<file path="config.mk">
export PLATFORM = sky130hd
export DESIGN_NAME = caw_watchdog
export DESIGN_NICKNAME = d
export VERILOG_FILES = /design/src/caw_pkg.sv /design/src/caw_watchdog.sv
export SDC_FILE = /design/constraint.sdc
export NUM_CORES = 1
export LEC_CHECK = 0
export BUFFER_PORTS_ARGS = -buffer_cell sky130_fd_sc_hd__buf_2
export CELL_PAD_IN_SITES_DETAIL_PLACEMENT = 1
export CELL_PAD_IN_SITES_GLOBAL_PLACEMENT = 1
export CORE_ASPECT_RATIO = 0.5
export CORE_MARGIN = 1.5
export CORE_UTILIZATION = 48
export CTS_CLUSTER_SIZE = 12
export DETAILED_ROUTE_END_ITERATION = 8
export GPL_TIMING_DRIVEN = 0
export PLACE_DENSITY_LB_ADDON = 0.1
export SYNTH_ARGS = -nofsm -noshare
export SYNTH_HDL_FRONTEND = slang
export SYNTH_SLANG_ARGS = --single-unit
</file>
<file path="constraint.sdc">
create_clock -name core_clk -period 5.9 [get_ports core_clk]
set_input_delay 0.295 -clock core_clk [delete_from_list [all_inputs] [get_ports core_clk]]
set_output_delay 0.295 -clock core_clk [all_outputs]
set_load 0.05 [all_outputs]
</file>
<file path="src/caw_pkg.sv">
// caw_pkg: constants and carrier types for the communication activity watchdog.
// assumes a 25 MHz core clock; times are kept in milliseconds, 32 bits.
package caw_pkg;

  localparam int unsigned CLK_HZ = 25000000;
  localparam int unsigned TICK_MS = 1;
  // cycles per millisecond tick, derived from clock rate
  localparam int unsigned MS_CYCLES = (CLK_HZ / 1000) * TICK_MS;
  localparam int unsigned MIN_PRESET_S = 1;
  localparam logic [31:0] MIN_PRESET_MS = 32'h0000_03e8;
  localparam logic [31:0] TIME_MAX_MS = 32'hffff_ffff;

  // status bit positions
  localparam int unsigned ST_ENABLE = 0;
  localparam int unsigned ST_RUNNING = 1;
  localparam int unsigned ST_RECEIVED = 2;
  localparam int unsigned ST_TIMEOUT = 3;
  localparam int unsigned ST_ERROR = 4;

  // fault codes
  localparam logic [7:0] FAULT_NONE = 8'h00;
  localparam logic [7:0] FAULT_SHORT_PRESET = 8'h01;
  localparam logic [7:0] FAULT_TIMER_BUSY = 8'h02;

  // register offsets on the plain register port
  localparam logic [3:0] REG_CTRL = 4'h0;
  localparam logic [3:0] REG_PRESET = 4'h4;
  localparam logic [3:0] REG_ELAPSED = 4'h8;
  localparam logic [3:0] REG_STATUS = 4'hc;
  localparam int unsigned CTRL_ENABLE = 0;
  localparam int unsigned CTRL_CLEAR_OUTPUTS = 1;
  localparam logic [31:0] PRESET_RESET = 32'h0000_03e8;

  typedef enum {CAW_IDLE, CAW_CHECK, CAW_RUN, CAW_EXPIRED, CAW_FAULT} caw_state_t;

  typedef struct packed {
    logic [31:0] elapsed_time;
    logic [7:0] status;
    logic [7:0] fault_code;
    logic error;
    logic expired;
    logic clear_request;
  } caw_out_t;

endpackage : caw_pkg

</file>
<file path="src/caw_watchdog.sv">
// caw_watchdog: communication activity watchdog, one instance.
// assumes io_cmd_seen is a one-cycle pulse from core_clk logic; timer_busy comes
// from the arbiter of other instances and may be asynchronous.
// What this block does
// - enable rising edge starts, status bit 0, checks
// - preset below one second gives fault 1
// - timer held elsewhere gives fault 2
// - command received restarts timer, status bit 2
// - running without command sets status bit 1
// - preset reached gives expiry, status bit 3
// - clear setting selects end-of-scan output clear
// - clear only covers embedded, plugin, expansion digital
// - disabled block clears all outputs except reg_rdata, and clear pins at end_of_scan in its first cycle
// - expiry true only when elapsed equals preset
// - elapsed spans zero to time maximum
// - status eight bits, bits 5-7 zero
// - error output comes with matching fault code
//
// Local design decisions: strobed register access and the register addresses.
`timescale 1ns/100ps
`default_nettype none

module caw_watchdog
  import caw_pkg::*;
#(
  parameter int unsigned MS_TICK_CYCLES = MS_CYCLES
) (
  // clock and reset
  input wire logic core_clk,
  input wire logic rstn,
  // register port
  input wire logic [3:0] reg_addr,
  input wire logic [31:0] reg_wdata,
  input wire logic reg_write,
  input wire logic reg_read,
  output logic [31:0] reg_rdata,
  // activity and arbitration
  input wire logic io_cmd_seen,
  input wire logic timer_busy,
  input wire logic end_of_scan,
  // results
  output logic timed_out,
  output logic error,
  output logic [7:0] fault_code,
  output logic [7:0] status,
  output logic [31:0] elapsed_time,
  output logic clear_embedded_do,
  output logic clear_plugin_module_io,
  output logic clear_expansion_io,
  output logic holds_timer
);

  typedef struct packed {
    caw_state_t state;
    logic enable;
    logic enable_q;
    logic clear_outputs_on_expiry;
    logic [31:0] preset_time;
    logic [31:0] ms_count;
    logic [2:0] busy_sync;
    logic busy;
    logic pending_clear;
    logic [2:0] clear_pins;
    logic holds;
    logic [31:0] rdata;
    caw_out_t out;
  } caw_regs_t;

  caw_regs_t r;
  caw_regs_t next_r;

  always_comb begin
    next_r = r;
    next_r.rdata = 32'h0000_0000;
    next_r.clear_pins = 3'h0;
    next_r.busy_sync = {r.busy_sync[1:0], timer_busy};
    // change accepted only once second and third stages agree
    if (r.busy_sync[2] == r.busy_sync[1]) begin
      next_r.busy = r.busy_sync[2];
    end
    next_r.enable_q = r.enable;

    if (reg_write) begin
      unique case (reg_addr)
        REG_CTRL: begin
          next_r.enable = reg_wdata[CTRL_ENABLE];
          next_r.clear_outputs_on_expiry = reg_wdata[CTRL_CLEAR_OUTPUTS];
        end
        REG_PRESET: next_r.preset_time = reg_wdata;
        default: ;
      endcase
    end
    if (reg_read) begin
      unique case (reg_addr)
        REG_CTRL: next_r.rdata = {30'h0, r.clear_outputs_on_expiry, r.enable};
        REG_PRESET: next_r.rdata = r.preset_time;
        REG_ELAPSED: next_r.rdata = r.out.elapsed_time;
        REG_STATUS: next_r.rdata = {8'h00, r.out.fault_code, r.out.status, 5'h0, r.out.clear_request,
                                    r.out.expired, r.out.error};
        default: next_r.rdata = 32'h0000_0000;
      endcase
    end

    if (!r.enable) begin
      next_r.state = CAW_IDLE;
      next_r.out = '0;
      next_r.holds = 1'b0;
      next_r.pending_clear = 1'b0;
      next_r.ms_count = 32'h0;
    end else begin
      unique case (r.state)
        CAW_IDLE: begin
          if (!r.enable_q) begin
            next_r.state = CAW_CHECK;
            next_r.out = '0;
            next_r.out.status[ST_ENABLE] = 1'b1;
          end
        end
        CAW_CHECK: begin
          // error checks before any timing starts
          if (r.preset_time < MIN_PRESET_MS) begin
            next_r.state = CAW_FAULT;
            next_r.out = '0;
            next_r.out.error = 1'b1;
            next_r.out.fault_code = FAULT_SHORT_PRESET;
            next_r.out.status[ST_ERROR] = 1'b1;
          end else if (r.busy) begin
            next_r.state = CAW_FAULT;
            next_r.out = '0;
            next_r.out.error = 1'b1;
            next_r.out.fault_code = FAULT_TIMER_BUSY;
            next_r.out.status[ST_ERROR] = 1'b1;
          end else begin
            next_r.state = CAW_RUN;
            next_r.holds = 1'b1;
            next_r.ms_count = 32'h0;
            next_r.out.elapsed_time = 32'h0;
            next_r.out.status = 8'h00;
            next_r.out.status[ST_RUNNING] = 1'b1;
          end
        end
        CAW_RUN, CAW_EXPIRED: begin
          if (io_cmd_seen) begin
            next_r.state = CAW_RUN;
            next_r.ms_count = 32'h0;
            next_r.out.elapsed_time = 32'h0;
            next_r.out.expired = 1'b0;
            next_r.out.status = 8'h00;
            next_r.out.status[ST_RECEIVED] = 1'b1;
            next_r.pending_clear = 1'b0;
          end else if (r.state == CAW_RUN) begin
            // a fresh restart keeps bit 2 until the timer moves again
            if (r.ms_count >= 32'(MS_TICK_CYCLES - 1)) begin
              next_r.ms_count = 32'h0;
              // wraps nowhere: preset bounds elapsed, and preset fits the time type
              next_r.out.elapsed_time = r.out.elapsed_time + 32'h1;
              next_r.out.status = 8'h00;
              next_r.out.status[ST_RUNNING] = 1'b1;
            end else begin
              next_r.ms_count = r.ms_count + 32'h1;
            end
            if (r.out.elapsed_time >= r.preset_time) begin
              next_r.state = CAW_EXPIRED;
              next_r.out.elapsed_time = r.preset_time;
              next_r.out.expired = 1'b1;
              next_r.out.status = 8'h00;
              next_r.out.status[ST_TIMEOUT] = 1'b1;
              next_r.pending_clear = r.clear_outputs_on_expiry;
            end
          end
        end
        CAW_FAULT: ;
      endcase
    end

    // clearing acts at scan end and only on the digital output groups
    if (r.pending_clear && end_of_scan && r.state == CAW_EXPIRED) begin
      next_r.clear_pins = 3'h7;
      next_r.pending_clear = 1'b0;
    end
    next_r.out.clear_request = r.pending_clear;
    next_r.out.status[7:5] = 3'h0;
  end

  always_ff @(posedge core_clk or negedge rstn) begin
    if (!rstn) begin
      r <= '{state: CAW_IDLE, preset_time: PRESET_RESET, default: '0};
    end else begin
      r <= next_r;
    end
  end

  assign reg_rdata = r.rdata;
  assign timed_out = r.out.expired;
  assign error = r.out.error;
  assign fault_code = r.out.fault_code;
  assign status = r.out.status;
  assign elapsed_time = r.out.elapsed_time;
  assign clear_embedded_do = r.clear_pins[0];
  assign clear_plugin_module_io = r.clear_pins[1];
  assign clear_expansion_io = r.clear_pins[2];
  assign holds_timer = r.holds;

endmodule : caw_watchdog

`default_nettype wire

</file>
# Yosys cells after proc, flatten, opt, wreduce, memory -nomap -nowiden
# Index checks and enable logic that the tools add are counted.
[word_totals]
register_bits = 188
input_bits = 43
[classes]
addsub = 2
order_cmp = 3
n_eq_ne = 25
mux = 43
reduce_logical = 14
[op_table]
columns = ["op", "count"]
rows = [
  ["32-bit 2-to-1 mux", 12],
  ["40-bit 2-to-1 mux", 4],
  ["32-bit one-hot mux with 4 select lines", 1],
  ["40-bit one-hot mux with 3 select lines", 1],
  ["51-bit 2-to-1 mux", 2],
  ["32-bit one-hot mux with 3 select lines", 1],
  ["32-bit by 1-bit adder with 32-bit output, second input constant", 2],
  ["32-bit by 2-bit == test with 1-bit output, second input constant", 2],
  ["32-bit by 3-bit == test with 1-bit output, second input constant", 2],
  ["32-bit one-hot mux with 2 select lines", 1],
  ["32-bit by 1-bit == test with 1-bit output, second input constant", 1],
  ["32-bit by 15-bit >= comparator with 1-bit output, second input constant", 1],
  ["32-bit >= comparator", 1],
  ["32-bit zero test", 1],
  ["32-bit by 10-bit < comparator with 1-bit output, second input constant", 1],
  ["9-bit one-hot mux with 2 select lines", 1],
  ["16-bit 2-to-1 mux", 1],
  ["1-bit 2-to-1 mux", 12],
  ["4-bit inequality test, second input constant", 3],
  ["4-bit AND reduction", 3],
  ["11-bit 2-to-1 mux", 1],
  ["3-bit by 1-bit inequality test with 1-bit output, second input constant", 3],
  ["3-bit inequality test, second input constant", 3],
  ["3-bit AND reduction", 3],
  ["other kinds (18)", 24],
]

# Depth between registers and ports, before layout
[logic_depth]
word_depth = 7
mapped_depth = 11
depth_no_buf = 9

# Worst setup path after synthesis
# OpenSTA, ideal clock, no wires.
[synth_timing]
kind = "reg2reg"
startpoint = "reg r (netlist bit elapsed_time[0])"
endpoint = "reg r (netlist bit elapsed_time[12])"
setup_time_ns = 0.082
arrival_ns = 2.742
path_slack_ns = 3.076
path_stages_with_launch = 12
path_buffers = 2
cell_sequence = "dfrtp_1 -> inv_1 -> ha_1 -> nand2b_1 -> a2111o_1 -> a32o_1 -> o31a_1 -> nor3_1 -> buf_2 -> buf_1 -> a22oi_1 -> o22ai_1"
[synth_between]
elab_chain_cells = 7
[synth_rtl]
columns = ["item", "line", "text"]
rows = [
  ["start: declaration", "caw_watchdog.sv:69", "caw_regs_t r;"],
  ["start signal: assignment", "caw_watchdog.sv:189", "r <= next_r;"],
  ["32-bit by 1-bit adder with 32-bit output", "caw_watchdog.sv:156", "next_r.out.elapsed_time = r.out.elapsed_time + 32'h1;"],
  ["40-bit 2-to-1 mux", "caw_watchdog.sv:153", "if (r.ms_count >= 32'(MS_TICK_CYCLES - 1)) begin"],
  ["40-bit 2-to-1 mux", "caw_watchdog.sv:162", "if (r.out.elapsed_time >= r.preset_time) begin"],
  ["40-bit 2-to-1 mux", "caw_watchdog.sv:151", "end else if (r.state == CAW_RUN) begin"],
  ["40-bit 2-to-1 mux", "caw_watchdog.sv:143", "if (io_cmd_seen) begin"],
  ["40-bit one-hot mux with 3 select lines", "caw_watchdog.sv:111", "unique case (r.state)"],
  ["51-bit 2-to-1 mux", "caw_watchdog.sv:104", "if (!r.enable) begin"],
]
# Several ways; a longest one is shown, not always the timed one. The select of a mux whose other input is x is not followed.
# A chain may end at the register's enable or synchronous reset.

# Worst setup path in the final report
[layout_timing]
startpoint = "reg r (netlist bit elapsed_time[23])"
endpoint = "reg r (netlist bit elapsed_time[29])"
# Same word-level chain as after synthesis.

==> out/qor.txt <==
Reg2Reg Depth = 10
Detailed Routing Iterations Pass 1 = 5
Worst Skew = 0.0120 ns
Critical R2R Launch = elapsed_time[23]
CTS Buffer Depth = 2
Vias in the first global route = 7,983
Buf/Inv on CP = 2
Num Clock Sinks = 151
Crit Path Category = reg2reg
Min-Delay Path Class = in2reg
TritonCTS clock tree = done
PD cells = 305 mW/mm2
Synthesis warning total = 0
Reg clk slew, reported paths = 0.07 ns
Post-route setup slack = 2.22 ns
DR top layer = met4
Critical Path RT = 6.26 ns
RSZ-0062 raised after global routing = no
Share of the synthesized area in the top cell type = 42.4%
Worst skew pair latency = 0.44 ns
Synth Cell Area = 0.00856 mm2
Initial antenna violation count = 0
Layout cells sized above 1 = 26.8%
First-pass GRT wire length = 44,500 um
Min Tclk post-route = 3.68 ns
ANT cells = 0
Total gr overflow = 0
Vias/cell = 5.88
DRT Wirelength = 27,900 um
Synth cell types = 60
Critical path's slowest cell = buf_1
Largest net degree at the start of global routing = 96
FFs w/ async S/R, synth = 100%
Post-synth top flop = dfrtp_1
Wire length on met3 = 1650 um
Most common cell in the netlist = dfrtp_1
Syn avg cell area = 9.38 um2
DP Worst Slack = 2.31 ns
Fmax = 272 MHz
Final routed DRC violation total = 0
Ports = 129
Hold Path Stages = 2
Synth top cells by count = dfrtp_1, nor2_1, buf_4
Row count = 34
Post-CTS sizing = 0
Yosys top cell by area = dfrtp_1
Max-cap violations = 0
Total track usage = 31.2%
Final TNS setup = 0 ns
Hold path startpoint = reg_wdata[17]
Die width = 192 um
Placed instance area = 0.00951 mm2
CTS Root Cell = clkbuf_16
P_leak = 4.85 nW
Max-slew violations = 0
Hold Vio Cnt, Final = 0
CP max stage delay = 0.55 ns
Reg2Reg Setup Slack = 2.22 ns
Post-synth EDFFs = 0
Met2 WL = 12,900 um
CP Launch Type = register
CORE AREA = 0.0174 mm2
Port bufs = 119
Mapped Cells = 912
Die Footprint = 0.0187 mm2
Initial Util = 49.2%
Peak VDD IR = 0.202 mV
RR Endpoint = elapsed_time[29]
Register area share after synthesis = 44.2%
ANT nets after route = 0
Wire length per cell = 21.3 um
Critical path's top delay family = compound AO/OA/AOI/OAI gates
Finished layout cell area = 0.0101 mm2
Run status = completed
Final HPWL DP = 20,000 um
H-tree depth = 4
Critical path's most frequent cell = o21ai_0
Final setup fails = 0
M1 wire length = 12,800 um
Layout area overhead = 18.2%
Hold EP = r[141]
Max_slew headroom = 27.9%
Placer congestion estimate = 0.923
Final worst-path cycle share = 62.3%
1st-iter DRT viols = 512
Synth top area cells = dfrtp_1, buf_4, ha_1
Synth Register Bits = 151
DR vias = 7,697
Slew at the pin closest to its max-slew limit = 1.05 ns
Final nets = 1,139
Num CTS Buffers = 17
Die Span Y = 97.4 um
CP Cell Sequence = ha_1 -> a21oi_1 -> o21ai_0 -> a221oi_1 -> o21ai_0 -> nor3_1 -> buf_2 -> buf_1 -> a22oi_1 -> o21ai_1
Crit path max fanout = 10
Critical Path Sink Type = register
Worst endpoint data arrival time = 4.03 ns
==> state kept, by name, summed over array words and instances (netlist names) <==
signal                  count
clear_plugin_module_io      1
next_r                      4
status                      5
r                          72
error                       1
holds_timer                 1
reg_rdata                  32
fault_code                  2
elapsed_time               32
timed_out                   1
==> worst register-to-register path: cells and delay by family, from the launching register on <==
family,cells,cell delay [ns]
AOI/OAI and AO/OA,6,1.55
adders and majority gates,1,0.37
buffers and inverters,2,0.86
DFF,1,0.46
and+or+nand+nor,1,0.36
==> metal layers <==
metal	track usage, %	vias to the layer above
li1	-	3501
met2	49.7	257
met1	44.0	3901
met3	4.95	38
met5	0	-
met4	8.83	0
==> per-stage QoR <==
step	power (mW)	hold WS, ns	utilization (%)	instances
after floorplan	1.70	-0.000591	-	920
after global placement	1.94	0.334	54.5	1273
after detailed placement	1.97	0.303	54.7	1274
after CTS	3.08	0.0751	58.1	1308
after global routing	3.20	0.0788	58.1	1309
final	3.08	0.0805	58.1	1309
==> worst max path at each step <==
stage	from	end	slack, ns	cells after the start
floorplan	elapsed_time[0]	elapsed_time[12]	3.08	11
global placement	rstn	r[114]	2.19	1
detailed placement	r[131]	r[101]	2.31	8
CTS	r[131]	r[101]	2.27	8
global route	elapsed_time[23]	elapsed_time[29]	1.95	10
finish	elapsed_time[23]	elapsed_time[29]	2.22	10
==> power breakdown <==
part,internal (mW),leakage [nW],switching (mW)
clock network,0.633,0.272,0.479
logic,0.236,2.56,0.493
registers,1.13,2.02,0.118
==> cell families (layout without fill, tap and decap cells) <==
family,Yosys count,after routing,share of synthesized area (%)
other,1,9,0.0438
adder cells (fa/ha/maj),35,35,5.09
flip-flops,151,151,44.2
multiplexers,35,35,4.59
XOR/XNOR,12,12,1.23
AO/OA/AOI/OAI,217,217,17.7
AND/OR/NAND/NOR,272,272,15.0
buffers and inverters,189,344,12.1
==> repair_timing <==
item / CTS / global route
buffers inserted: 0 / 0
endpoints found under the hold margin: 57 / 0
hold buffers: 2 / 0
==> placed cells by master (no fill, tap or decap), drive strengths merged, types with 3 or more instances in the layout <==
master,instances
buf,218
dfrtp,145
nor2,101
inv,66
nand2,59
a22oi,49
clkbuf,46
mux2,34
ha,34
o21ai,34
nand3,29
a21oi,28
a31oi,20
o22ai,18
nand4,15
o31ai,15
nor3,14
nor4,13
and3,11
a41oi,11
conb,9
a222oi,8
xor2,8
a32oi,7
dfstp,6
clkinv,6
and4,5
a211oi,4
nand2b,4
and2,4
xnor2,4
clkinvlp,4
nor2b,3
a221oi,3
o21a,3
nand4b,3
==> layout make-up <==
type	instances	area [um2]
Buffer	123	787
Fill cell	2080	7290
Multi-Input combinational cell	580	3770
Tap cell	234	293
Inverter	66	248
Sequential cell	151	3790
Clock inverter	12	131
Timing Repair Buffer	123	654
Clock buffer	20	447
(Power assumes the default switching activity.)
